===== src/rtl/scfg_pkg.sv =====
// Purpose: Shared constants and types for the serializer configuration slice
// Assumes: 8-bit register port, one 100 MHz clock
// Notes: Offsets are the byte addresses of the register port
package scfg_pkg;

  // ----------------------------------------
  // Register offsets
  // ----------------------------------------
  localparam logic [7:0] SCFG_OFF_SCL_LOW = 8'h0C;
  localparam logic [7:0] SCFG_OFF_GPIO_VAL = 8'h0D;
  localparam logic [7:0] SCFG_OFF_GPIO_DIR = 8'h0E;
  localparam logic [7:0] SCFG_OFF_RSVD_A = 8'h0F;
  localparam logic [7:0] SCFG_OFF_VP_CFG = 8'h10;
  localparam logic [7:0] SCFG_OFF_VP_MATCH = 8'h11;
  localparam logic [7:0] SCFG_OFF_RSVD_B = 8'h12;
  localparam logic [7:0] SCFG_OFF_INJECT = 8'h13;

  // ----------------------------------------
  // Reset values
  // ----------------------------------------
  localparam logic [7:0] SCFG_RST_SCL_LOW = 8'h7F;
  localparam logic [7:0] SCFG_RST_GPIO_VAL = 8'hF0;
  localparam logic [7:0] SCFG_RST_GPIO_DIR = 8'h0F;
  localparam logic [7:0] SCFG_RST_ZERO = 8'h00;

  // ----------------------------------------
  // Field positions
  // ----------------------------------------
  localparam int SCFG_BIT_ANY_LONG = 4;
  localparam int SCFG_BIT_MATCH_EN = 3;
  localparam int SCFG_BIT_YUV10 = 2;
  localparam int SCFG_BIT_FV_INV = 1;
  localparam int SCFG_BIT_LV_INV = 0;
  localparam int SCFG_BIT_INJECT = 7;

  // YUV 10-bit data types
  localparam logic [5:0] SCFG_DT_YUV_A = 6'h19;
  localparam logic [5:0] SCFG_DT_YUV_B = 6'h1D;
  localparam logic [5:0] SCFG_DT_YUV_C = 6'h1F;

  // ----------------------------------------
  // Timing: oscillator tick, SCL low extra periods
  // ----------------------------------------
  localparam int SCFG_CLK_PERIOD_PS = 10000;
  localparam int SCFG_OSC_PERIOD_PS = 38095;
  // Oscillator period in 100 MHz cycles, rounded up (least time)
  localparam int SCFG_OSC_CYCLES = (SCFG_OSC_PERIOD_PS + SCFG_CLK_PERIOD_PS - 1)
                                   / SCFG_CLK_PERIOD_PS;
  localparam int SCFG_SCL_EXTRA = 5;

  typedef struct packed {
    logic [7:0] addr;
    logic [7:0] wdata;
    logic wr;
  } scfg_req_type;

  typedef enum logic [1:0] {
    SCFG_TMR_IDLE = 2'b00,
    SCFG_TMR_RUN = 2'b01,
    SCFG_TMR_DONE = 2'b10
  } scfg_tmr_state_type;

endpackage


===== src/rtl/scfg_low_timer.sv =====
// Purpose: Counts one SCL low time of (period field + extra) oscillator ticks
// Assumes: start is a one-cycle pulse; field sampled at start
// Notes: Shared by master SCL low phase and slave SDA setup
`timescale 1ns/1ps
module scfg_low_timer
  import scfg_pkg::*;
(
  input wire logic clk,
  input wire logic reset_n,
  input wire logic start,
  input wire logic [7:0] period_field,
  output logic busy,
  output logic done
);

  localparam int TW = 12;
  scfg_tmr_state_type state_reg, state_next;
  logic [TW-1:0] cnt_reg, cnt_next;
  logic [TW-1:0] load_val;

  // Total cycles = osc cycles * (field + extra)
  assign load_val = TW'((32'(period_field) + SCFG_SCL_EXTRA) * SCFG_OSC_CYCLES);

  always_comb
  begin
    state_next = state_reg;
    cnt_next = cnt_reg;
    case (state_reg)
      SCFG_TMR_IDLE:
      begin
        if (start)
        begin
          state_next = SCFG_TMR_RUN;
          cnt_next = load_val - TW'(1);
        end
      end
      SCFG_TMR_RUN:
      begin
        if (cnt_reg == '0)
          state_next = SCFG_TMR_DONE;
        else
          cnt_next = cnt_reg - TW'(1);
      end
      SCFG_TMR_DONE:
        state_next = SCFG_TMR_IDLE;
      default:
        state_next = SCFG_TMR_IDLE;
    endcase
  end

  always_ff @(posedge clk or negedge reset_n)
  begin
    if (!reset_n)
    begin
      state_reg <= SCFG_TMR_IDLE;
      cnt_reg <= '0;
      busy <= 1'b0;
      done <= 1'b0;
    end
    else
    begin
      state_reg <= state_next;
      cnt_reg <= cnt_next;
      busy <= (state_next == SCFG_TMR_RUN);
      done <= (state_next == SCFG_TMR_DONE);
    end
  end

endmodule


===== src/rtl/scfg_regs.sv =====
// Purpose: Configuration slice: SCL low time, GPIO, video filter, parity injection
// Assumes: Register port writes are single-cycle strobes, synchronous inputs
// Notes: Reads return data one cycle after rd
//
// How it works
// - Low-period field sets SCL low width
// - Low time is field plus five periods
// - Low-period field resets to 0x7F
// - Same value times slave SDA setup
// - Bits 7:4 enable remote mirroring, reset ones
// - Bits 3:0 drive pin when enabled locally
// - Direction: output enables high, inputs low
// - Bit 4 passes any long type
// - Bit 3 matches type, locks match register
// - Bit 2 passes YUV10 in 100M mode
// - Bit 1 inverts frame valid
// - Bit 0 inverts line valid
// - Match passes equal type, any mode
// - Match needs long match value
// - Writing bit 7 starts parity injection
// - Entering self test injects automatically
// - Seven-bit count sets errors, resets zero
// - Self-test force bit enters self test
`timescale 1ns/1ps
module scfg_regs
  import scfg_pkg::*;
#(
  parameter int GPIO_N = 4
)
(
  input wire logic clk,
  input wire logic reset_n,
  input wire scfg_req_type req,
  input wire logic rd,
  output logic [7:0] rdata,
  output logic scl_low_busy,
  input wire logic scl_low_start,
  input wire logic sda_setup_start,
  output logic sda_setup_done,
  input wire logic [GPIO_N-1:0] remote_gpio,
  input wire logic [GPIO_N-1:0] gpio_in,
  output logic [GPIO_N-1:0] gpio_out,
  output logic [GPIO_N-1:0] gpio_oe_n,
  output logic [GPIO_N-1:0] gpio_sampled,
  input wire logic video_mode_hundred,
  input wire logic pkt_start,
  input wire logic [5:0] pkt_type,
  input wire logic frame_valid_in,
  input wire logic line_valid_in,
  output logic pkt_pass,
  output logic frame_valid,
  output logic line_valid,
  input wire logic self_test_force_entry,
  input wire logic parity_slot,
  output logic parity_err_force,
  output logic self_test_active
);

  // Pin logic below is written for exactly four GPIOs
  if (GPIO_N != 4)
  begin : g_bad_width
    $error("GPIO_N must be 4");
  end

  // ----------------------------------------
  // Register file
  // ----------------------------------------
  logic [7:0] scl_low_reg, gpio_val_reg, gpio_dir_reg, rsvd_a_reg;
  logic [7:0] vp_cfg_reg, vp_match_reg, rsvd_b_reg;
  logic [6:0] err_cnt_reg;
  logic inject_reg;
  logic [6:0] remain_reg, remain_next;
  logic entry_reg;

  wire wr_scl = req.wr && req.addr == SCFG_OFF_SCL_LOW;
  wire wr_gval = req.wr && req.addr == SCFG_OFF_GPIO_VAL;
  wire wr_gdir = req.wr && req.addr == SCFG_OFF_GPIO_DIR;
  wire wr_rsa = req.wr && req.addr == SCFG_OFF_RSVD_A;
  wire wr_vcfg = req.wr && req.addr == SCFG_OFF_VP_CFG;
  // Blocked while matching is on so the filter key cannot change mid-stream
  wire wr_vmatch = req.wr && req.addr == SCFG_OFF_VP_MATCH
                   && !vp_cfg_reg[SCFG_BIT_MATCH_EN];
  wire wr_rsb = req.wr && req.addr == SCFG_OFF_RSVD_B;
  wire wr_inj = req.wr && req.addr == SCFG_OFF_INJECT;
  wire inj_req = wr_inj && req.wdata[SCFG_BIT_INJECT];
  wire test_entry = self_test_force_entry && !entry_reg;
  wire inj_start = inj_req || test_entry;

  always_ff @(posedge clk or negedge reset_n)
  begin
    if (!reset_n)
    begin
      scl_low_reg <= SCFG_RST_SCL_LOW;
      gpio_val_reg <= SCFG_RST_GPIO_VAL;
      gpio_dir_reg <= SCFG_RST_GPIO_DIR;
      rsvd_a_reg <= SCFG_RST_ZERO;
      vp_cfg_reg <= SCFG_RST_ZERO;
      vp_match_reg <= SCFG_RST_ZERO;
      rsvd_b_reg <= SCFG_RST_ZERO;
      err_cnt_reg <= 7'h00;
      inject_reg <= 1'b0;
    end
    else
    begin
      if (wr_scl)
        scl_low_reg <= req.wdata;
      if (wr_gval)
        gpio_val_reg <= req.wdata;
      if (wr_gdir)
        gpio_dir_reg <= req.wdata;
      if (wr_rsa)
        rsvd_a_reg <= {4'h0, req.wdata[3:0]};
      if (wr_vcfg)
        vp_cfg_reg <= req.wdata;
      if (wr_vmatch)
        vp_match_reg <= req.wdata;
      if (wr_rsb)
        rsvd_b_reg <= req.wdata;
      if (wr_inj)
        err_cnt_reg <= req.wdata[6:0];
      // Held one cycle only, then reads back zero
      inject_reg <= inj_req;
    end
  end

  // ----------------------------------------
  // Read port
  // ----------------------------------------
  logic [7:0] rd_mux;
  always_comb
  begin
    case (req.addr)
      SCFG_OFF_SCL_LOW: rd_mux = scl_low_reg;
      SCFG_OFF_GPIO_VAL: rd_mux = gpio_val_reg;
      SCFG_OFF_GPIO_DIR: rd_mux = gpio_dir_reg;
      SCFG_OFF_RSVD_A: rd_mux = rsvd_a_reg;
      SCFG_OFF_VP_CFG: rd_mux = vp_cfg_reg;
      SCFG_OFF_VP_MATCH: rd_mux = vp_match_reg;
      SCFG_OFF_RSVD_B: rd_mux = rsvd_b_reg;
      SCFG_OFF_INJECT: rd_mux = {inject_reg, err_cnt_reg};
      default: rd_mux = 8'h00;
    endcase
  end

  always_ff @(posedge clk or negedge reset_n)
  begin
    if (!reset_n)
      rdata <= 8'h00;
    else if (rd)
      rdata <= rd_mux;
  end

  // ----------------------------------------
  // SCL low time and slave SDA setup
  // ----------------------------------------
  logic tmr_busy, tmr_done;
  scfg_low_timer u_low_timer (
    .clk(clk),
    .reset_n(reset_n),
    .start(scl_low_start || sda_setup_start),
    .period_field(scl_low_reg),
    .busy(tmr_busy),
    .done(tmr_done)
  );
  assign scl_low_busy = tmr_busy;
  assign sda_setup_done = tmr_done;

  // ----------------------------------------
  // GPIO
  // ----------------------------------------
  wire [3:0] mirror_en = gpio_val_reg[7:4];
  wire [3:0] drive_en = gpio_dir_reg[7:4];
  wire [3:0] sample_en = gpio_dir_reg[3:0];
  // Mirroring overrides the local value and also drives the pin
  wire [3:0] pin_val = (mirror_en & remote_gpio)
                       | (~mirror_en & gpio_val_reg[3:0]);
  wire [3:0] pin_oe = mirror_en | drive_en;

  always_ff @(posedge clk or negedge reset_n)
  begin
    if (!reset_n)
    begin
      gpio_out <= 4'h0;
      gpio_oe_n <= 4'hF;
      gpio_sampled <= 4'h0;
    end
    else
    begin
      gpio_out <= pin_val & pin_oe;
      gpio_oe_n <= ~pin_oe;
      gpio_sampled <= gpio_in & sample_en;
    end
  end

  // ----------------------------------------
  // Video port filter
  // ----------------------------------------
  function automatic logic is_long(input logic [5:0] dt);
    is_long = dt[5] | dt[4];
  endfunction

  wire match_hit = vp_cfg_reg[SCFG_BIT_MATCH_EN] && is_long(vp_match_reg[5:0])
                   && pkt_type == vp_match_reg[5:0];
  wire any_hit = vp_cfg_reg[SCFG_BIT_ANY_LONG] && is_long(pkt_type);
  wire yuv_hit = vp_cfg_reg[SCFG_BIT_YUV10] && video_mode_hundred
                 && (pkt_type == SCFG_DT_YUV_A || pkt_type == SCFG_DT_YUV_B
                     || pkt_type == SCFG_DT_YUV_C);
  wire pass_now = match_hit || any_hit || yuv_hit;

  always_ff @(posedge clk or negedge reset_n)
  begin
    if (!reset_n)
    begin
      pkt_pass <= 1'b0;
      frame_valid <= 1'b0;
      line_valid <= 1'b0;
    end
    else
    begin
      if (pkt_start)
        pkt_pass <= pass_now;
      frame_valid <= frame_valid_in ^ vp_cfg_reg[SCFG_BIT_FV_INV];
      line_valid <= line_valid_in ^ vp_cfg_reg[SCFG_BIT_LV_INV];
    end
  end

  // ----------------------------------------
  // Parity error injection
  // ----------------------------------------
  // A new start reloads the count; one error per forward-channel parity slot
  always_comb
  begin
    remain_next = remain_reg;
    if (inj_start)
      remain_next = err_cnt_reg;
    else if (parity_slot && remain_reg != 7'h00)
      remain_next = remain_reg - 7'h01;
  end

  always_ff @(posedge clk or negedge reset_n)
  begin
    if (!reset_n)
    begin
      remain_reg <= 7'h00;
      entry_reg <= 1'b0;
      parity_err_force <= 1'b0;
      self_test_active <= 1'b0;
    end
    else
    begin
      remain_reg <= remain_next;
      entry_reg <= self_test_force_entry;
      parity_err_force <= !inj_start && parity_slot && remain_reg != 7'h00;
      self_test_active <= self_test_force_entry;
    end
  end

  // ----------------------------------------
  // Checks
  // ----------------------------------------
  a_low_reset: assert property (@(posedge clk) $rose(reset_n) |-> scl_low_reg == 8'h7F)
    else $error("low period not 0x7F after reset");
  a_match_lock: assert property (@(posedge clk) disable iff (!reset_n)
    vp_cfg_reg[3] |=> $stable(vp_match_reg))
    else $error("match register changed while locked");
  a_inject_clear: assert property (@(posedge clk) disable iff (!reset_n)
    inject_reg |=> !inject_reg)
    else $error("inject bit did not self-clear");
  a_inject_load: assert property (@(posedge clk) disable iff (!reset_n)
    inj_req |=> remain_reg == $past(err_cnt_reg))
    else $error("injection count not loaded");
  a_entry_load: assert property (@(posedge clk) disable iff (!reset_n)
    (self_test_force_entry && !entry_reg) |=> remain_reg == $past(err_cnt_reg))
    else $error("self test did not arm injection");
  a_mirror_wins: assert property (@(posedge clk) disable iff (!reset_n)
    mirror_en[0] |=> gpio_out[0] == $past(remote_gpio[0]) && !gpio_oe_n[0])
    else $error("mirror did not drive pin 0");
  a_fv_invert: assert property (@(posedge clk) disable iff (!reset_n)
    1'b1 |=> frame_valid == ($past(frame_valid_in) ^ $past(vp_cfg_reg[1])))
    else $error("frame valid polarity wrong");
  a_short_match: assert property (@(posedge clk) disable iff (!reset_n)
    (pkt_start && vp_cfg_reg[4:2] == 3'b010 && vp_match_reg[5:4] == 2'b00)
    |=> !pkt_pass)
    else $error("short match value passed");
  a_low_len: assert property (@(posedge clk) disable iff (!reset_n)
    (scl_low_start && !tmr_busy && !tmr_done && scl_low_reg == 8'h00)
    |=> tmr_busy[*8] ##1 tmr_busy[*8] ##1 tmr_busy[*4] ##1 tmr_done)
    else $error("low time too short");

  c_inject: cover property (@(posedge clk) disable iff (!reset_n) parity_err_force);
  c_match: cover property (@(posedge clk) disable iff (!reset_n) match_hit && pkt_start);
  c_yuv: cover property (@(posedge clk) disable iff (!reset_n) yuv_hit && pkt_start);
  c_setup: cover property (@(posedge clk) disable iff (!reset_n) sda_setup_done);

endmodule


===== config.mk =====
export PLATFORM = sky130hd
export DESIGN_NAME = scfg_regs
export DESIGN_NICKNAME = d
export VERILOG_FILES = /design/src/rtl/scfg_pkg.sv /design/src/rtl/scfg_low_timer.sv /design/src/rtl/scfg_regs.sv
export SDC_FILE = /design/constraint.sdc
export NUM_CORES = 1
export LEC_CHECK = 0
export ABC_AREA = 1
export BUFFER_PORTS_ARGS = -buffer_cell sky130_fd_sc_hd__buf_4
export CAP_MARGIN = 15
export CORE_ASPECT_RATIO = 0.8
export CORE_MARGIN = 4
export CORE_UTILIZATION = 57
export CTS_BUF_LIST = sky130_fd_sc_hd__clkbuf_4
export DETAILED_ROUTE_END_ITERATION = 10
export GPL_ROUTABILITY_DRIVEN = 0
export PLACE_DENSITY = 0.75
export REMOVE_ABC_BUFFERS = 1
export SLEW_MARGIN = 20
export SYNTH_ARGS = -nofsm -noshare
export SYNTH_HDL_FRONTEND = slang
export SYNTH_HIERARCHICAL = 1
export SYNTH_SLANG_ARGS = --single-unit

===== constraint.sdc =====
create_clock -name clk -period 2.8 [get_ports clk]
set_input_delay 0.28 -clock clk [delete_from_list [all_inputs] [get_ports clk]]
set_output_delay 0.28 -clock clk [all_outputs]
set_load 0.05 [all_outputs]

### Word level (Yosys, flattened, before mapping)

Cells that the tools add are included.

| storage, ports and cells | value |
|---|---|
| output and inout bits | 27 |
| bits in registers | 108 |
| bits of input ports | 42 |

| operators by class | value |
|---|---|
| reductions and logical operators | 34 |
| bitwise operators | 12 |
| $add $sub $neg | 4 |
| mux-type cells | 9 |
| equal/unequal tests | 17 |

Operator list:

| operator | count |
|---|---|
| $pmux 8 s8 | 1 |
| $eq 8x4->1 const B | 4 |
| $eq 8x5->1 const B | 4 |
| $mux 12 | 2 |
| $pmux 12 s2 | 1 |
| $sub 12x1->12 const B | 2 |
| $logic_and 1x1->1 | 19 |
| $eq 6x5->1 const B | 3 |
| $and 4x4->4 | 4 |
| $mux 7 | 2 |
| $logic_not 12->1 | 1 |
| $add 8x3->9 const B | 1 |
| $not 4->4 | 2 |
| $or 4x4->4 | 2 |
| $reduce_bool 7->1 | 1 |
| $sub 7x1->7 const B | 1 |
| $eq 6x6->1 | 1 |
| $logic_or 1x1->1 | 6 |
| $eq 2x1->1 const B | 2 |
| $mux 2 | 2 |
| $pmux 2 s2 | 1 |
| $reduce_bool 2->1 | 2 |
| $logic_not 1->1 | 3 |
| $reduce_and 3->1 | 1 |
| 6 further kinds | 8 |

### Depth between registers and ports, before layout

| depth | value |
|---|---|
| depth after elaboration | 7 |
| gate-level depth with buffers | 12 |
| gate-level depth less buffers | 11 |

### Modules after synthesis

Netlist, hierarchy kept.

By module, submodules not included:

| module | instances | sequential area each (um2) | cells each | area an instance (um2) |
|---|---|---|---|---|
| scfg_regs | 1 | 2326.0 | 538 | 4470.5 |
| scfg_low_timer | 1 | 400.4 | 189 | 1275.0 |

### Worst setup path after synthesis

OpenSTA, ideal clock, no wires.

| timing path | value |
|---|---|
| path kind | flip-flop to flip-flop |
| from | register scl_low_reg[0] |
| to | register u_low_timer.cnt_reg[11] |
| period minus slack after synthesis | 1.631 ns |
| arrival time | 1.554 ns |
| data required time | 2.723 ns |
| setup slack | 1.169 ns |
| stages on the path, launching flop included | 11 |
| path through | dfstp_2 ha_1 nor2_1 nand2_1 nor2_1 nand2_2 nor2_4 nand3_2 clkinv_1 nand3_1 a21oi_1 |

| on the way | value |
|---|---|
| word-level cells in the longest chain between the ends | 4 |

RTL lines:

| item | line | source |
|---|---|---|
| start, declared | scfg_regs.sv:68 | `logic [7:0] scl_low_reg, gpio_val_reg, gpio_dir_reg, rsvd_a_reg;` |
| start signal, assigned | scfg_regs.sv:106 | `scl_low_reg <= req.wdata;` |
| $add 8x3->9 | scfg_low_timer.sv:22 | `assign load_val = TW'((32'(period_field) + SCFG_SCL_EXTRA) * SCFG_OSC_CYCLES);` |
| $sub 12x1->12 | scfg_low_timer.sv:34 | `cnt_next = load_val - TW'(1);` |
| $mux 12 | scfg_low_timer.sv:31 | `if (start)` |
| $pmux 12 s2 | scfg_low_timer.sv:28 | `case (state_reg)` |
| end signal, assigned | scfg_low_timer.sv:63 | `cnt_reg <= cnt_next;` |
| end, declared | scfg_low_timer.sv:18 | `logic [TW-1:0] cnt_reg, cnt_next;` |

Every way passes these cells. The select of a mux whose other input is x is not followed.
A chain may end at the register's enable or synchronous reset.

### Worst setup path after layout

| timing path | value |
|---|---|
| from | register u_low_timer.cnt_reg[0] |
| to | register u_low_timer.cnt_reg[3] |

| on the way | value |
|---|---|
| word-level cells in the longest chain between the ends | 3 |
| elaborated cells between the ends (all ways) | 6 |

RTL lines:

| item | line |
|---|---|
| $sub 12x1->12 / $logic_not 12->1 (equally long branches) | scfg_low_timer.sv:42, scfg_low_timer.sv:39 |
| $mux 12 / $ne 2x2->1 (equally long branches) | -- |
| $pmux 12 s2 / $reduce_and 3->1 (equally long branches) | -- |

Several ways; a longest one is shown, not always the timed one. The select of a mux whose other input is x is not followed.

==> metrics.md <==
| Metric | Value |
|---|---|
| Outcome | finished clean |
| Number of instances in the synthesized netlist | 727 |
| Length of routed wiring on met1 | 6880 um |
| Worst vdd rail ir drop | 0.299 mV |
| Clock input transition at the sequential cells of the worst setup and hold paths | 0.17 ns |
| Max FFs per register | 12 |
| DR DRC count | 0 |
| ANT cells | 0 |
| # port buffers | 68 |
| Crit Path Class | reg2reg |
| Setup slack, reg-to-reg | 0.83 ns |
| CP Capture Type | register |
| Vias after detailed routing | 5142 |
| Number of global-route vias before repair | 4835 |
| Pwr/cell area | 576 mW/mm^2 |
| End of the worst register-to-register path | u_low_timer/cnt_reg[3] |
| Post-synthesis sequential element count | 108 |
| Antenna violations before repair | 0 |
| Top Metal Used | met4 |
| Final wirelength | 14500 um |
| Leading post-synthesis cells by instance count | nand2_1, dfrtp_1, nand3_1, nor2_1, inv_1 |
| Wire length of the first global-routing pass | 24300 um |
| Top cells by area in the synthesized netlist | dfrtp_1, nand2_1, dfstp_2 |
| Finish-stage setup viols | 0 |
| Number of synthesized flops with an enable pin | 0 |
| Remaining antenna violation count after routing | 0 |
| Final setup margin | 0.832 ns |
| Setup repair after global routing missed its margin | no |
| Tcrit/Tclk final | 70.3% |
| Depth of the CTS H-tree | 3 |
| Slew at the pin closest to its max-slew limit | 0.747 ns |
| Height of the die | 97.8 um |
| Estimated wirelength of the detail-placed design | 10600 um |
| Post-Route Setup TNS | 0 ns |
| Top_reg_cell synth | dfrtp_1 |
| Pre-CTS WS | 0.872 ns |
| Relative slew slack | 50.1% |
| Post-DR wirelength/cell | 15.5 um |
| Worst setup skew after layout | 0.0190 ns |
| Maximum achievable frequency | 0.508 GHz |
| Max-cap check violation count | 0 |
| Crit path launch | u_low_timer/cnt_reg[0] |
| Number of cell rows | 32 |
| WHS | 0.0199 ns |
| YS warnings | 6 |
| Number of fillers in the final layout | 817 |
| CTS tree | yes |
| Global route overflow | 0 |
| Clock Tree Buf Depth | 2 |
| TritonCTS Buffers | 9 |
| WL met2 | 6330 um |
| Count of instances resized after the clock tree is built | 0 |
| Synth top area share | 38.8% |
| Worst min-delay path startpoint | remote_gpio[3] |
| End of the worst hold path | gpio_out[3] |
| Static leakage | 3.21 nW |
| Type of the tightest min-delay check | in2reg |
| Data arrival time at the worst-slack endpoint | 2.33 ns |
| Share of post-route cells with drive strength above 1 | 19.1% |
| Tot GR Track Use | 25.9% |
| Router iterations before antenna repair | 5 |
| Largest net degree at the start of global routing | 49 |
| Setup repair bufs after CTS | 0 |
| R2r startpoint | u_low_timer/cnt_reg[0] |
| Final nets | 842 |
| CORE AREA | 0.00973 sq mm |
| Number of hold violations in the final report | 0 |
| Synthesized area | 0.00575 sq mm |
| Vias per cell | 5.48 |
| Instance count along the most critical hold path | 3 |
| Die outline width | 120 um |
| Critical Path Source Type | register |
| Overall Power | 3.77 mW |
| Number of sinks driven by the clock tree | 108 |
| CTS root buf | clkbuf_4 |
| Fraction of synthesis flops using an asynchronous set or reset pin | 100% |
| Total length of routed met3 wires | 1100 um |
| Per-instance average area after synthesis | 7.90 sq um |
| Number of max-slew violations in the final report | 0 |
| Clk Latency, worst-skew pair | 0.48 ns |
| Portion of the post-synthesis area used by sequential elements | 47.5% |
| Reg2reg path depth | 11 |
| CP max FO | 16 |
| Placement Cell Area | 0.00632 sq mm |
| Post-route cell area | 0.00655 sq mm |
| Final Critical Period | 1.97 ns |
| Count of cell types in the netlist | 39 |
| Floorplan die area | 0.0118 sq mm |
| Top-Level Pins | 69 |
| Synthesis-to-finish area growth | 13.9% |
| Initial Utilization | 59.1% |
| Most common cell in the synthesized netlist | nand2_1 |
| Iteration-0 DRC count of the detailed router | 530 |
| Worst Path Required | 3.17 ns |
| Synth area leader | dfrtp_1 |
## critical path, stage by stage, from the launching register on
cell and delay, ns:
dfrtp_1 0.40, inv_1 0.12, ha_1 0.20, inv_2 0.05, nor2_4 0.11, nand2_2 0.10, nor2_4 0.16, nand4_4 0.11
nand2_2 0.21, inv_2 0.17, o311ai_0 0.13, o21ai_1 0.11
## routing by layer
| layer | GRT usage [%] | vias up |
|---|---|---|
| met5 | 0 | - |
| met4 | 6.79 | 0 |
| met3 | 5.21 | 20 |
| met2 | 37.4 | 189 |
| met1 | 40.2 | 2421 |
| li1 | - | 2512 |
## where the power goes
group / switching [mW] / internal [mW] / leakage [nW]
Sequential: 0.181 / 1.76 / 1.38
Combinational: 0.638 / 0.378 / 1.76
Clock: 0.543 / 0.275 / 0.0685
Total: 1.36 / 2.41 / 3.21
## through the flow
step / cells / utilization, %
floorplan: 706 / -
CTS: 938 / 67.3
detailed placement: 914 / 65.0
finish: 938 / 67.3
global placement: 914 / 65.0
global route: 938 / 67.3
## cell families (layout without fill, tap and decap cells)
family          Yosys count  after routing  share of synthesized area (%)
flops                   108            108                           47.5
compound gates          105            105                           9.56
simple gates            408            408                           33.7
xor+xnor                  9              9                           1.37
buf+inv                  94            169                           7.30
fa+ha+maj                 3              3                          0.653
## cell type report
cell class | count | area [sq um] | area share [%]
clock inverter | 7 | 75.1 | 1.15
multi-input combinational | 525 | 2600 | 39.7
clock buffer | 9 | 67.6 | 1.03
sequential | 108 | 2730 | 41.6
timing repair buffer | 80 | 633 | 9.67
inverter | 73 | 274 | 4.19
tap | 136 | 170 | 2.60
## timing repair
item,CTS,global route
endpoints found under the hold margin,45,0
hold buffers,8,0
endpoints found under the setup margin,0,0
## worst max-delay path by stage
stage	endpoint	slack, ns	cells past startpoint
after detailed placement	u_low_timer/cnt_reg[3]	0.87	11
after floorplan	u_low_timer/cnt_reg[3]	1.11	11
after global placement	rdata[5]	0.94	10
final	u_low_timer/cnt_reg[3]	0.83	11
after global routing	u_low_timer/cnt_reg[3]	0.64	11
after CTS	u_low_timer/cnt_reg[3]	0.84	11
## cells in the final DEF (no fill, tap or decap), drive strengths merged
cell         synthesis  routed
o211ai               1       1
o21ai               77      77
xor2                 6       6
dfstp               19      19
clkinv               2       4
dlygate4sd3          0       8
nand3               89      89
a31oi                4       4
inv                 71      72
clkbuf               2       9
ha                   3       3
nand4               19      19
nor2                85      85
nand3b               2       2
o311ai               1       1
o22ai                1       1
clkinvlp             0       3
xnor2                3       3
nand2              208     208
dfrtp               89      89
o31ai                1       1
o21bai               1       1
nor3                 3       3
buf                 19      72
bufinv               0       1
or2                  2       2
a21oi               19      19
No activity file was read; power rests on OpenSTA's default activity.
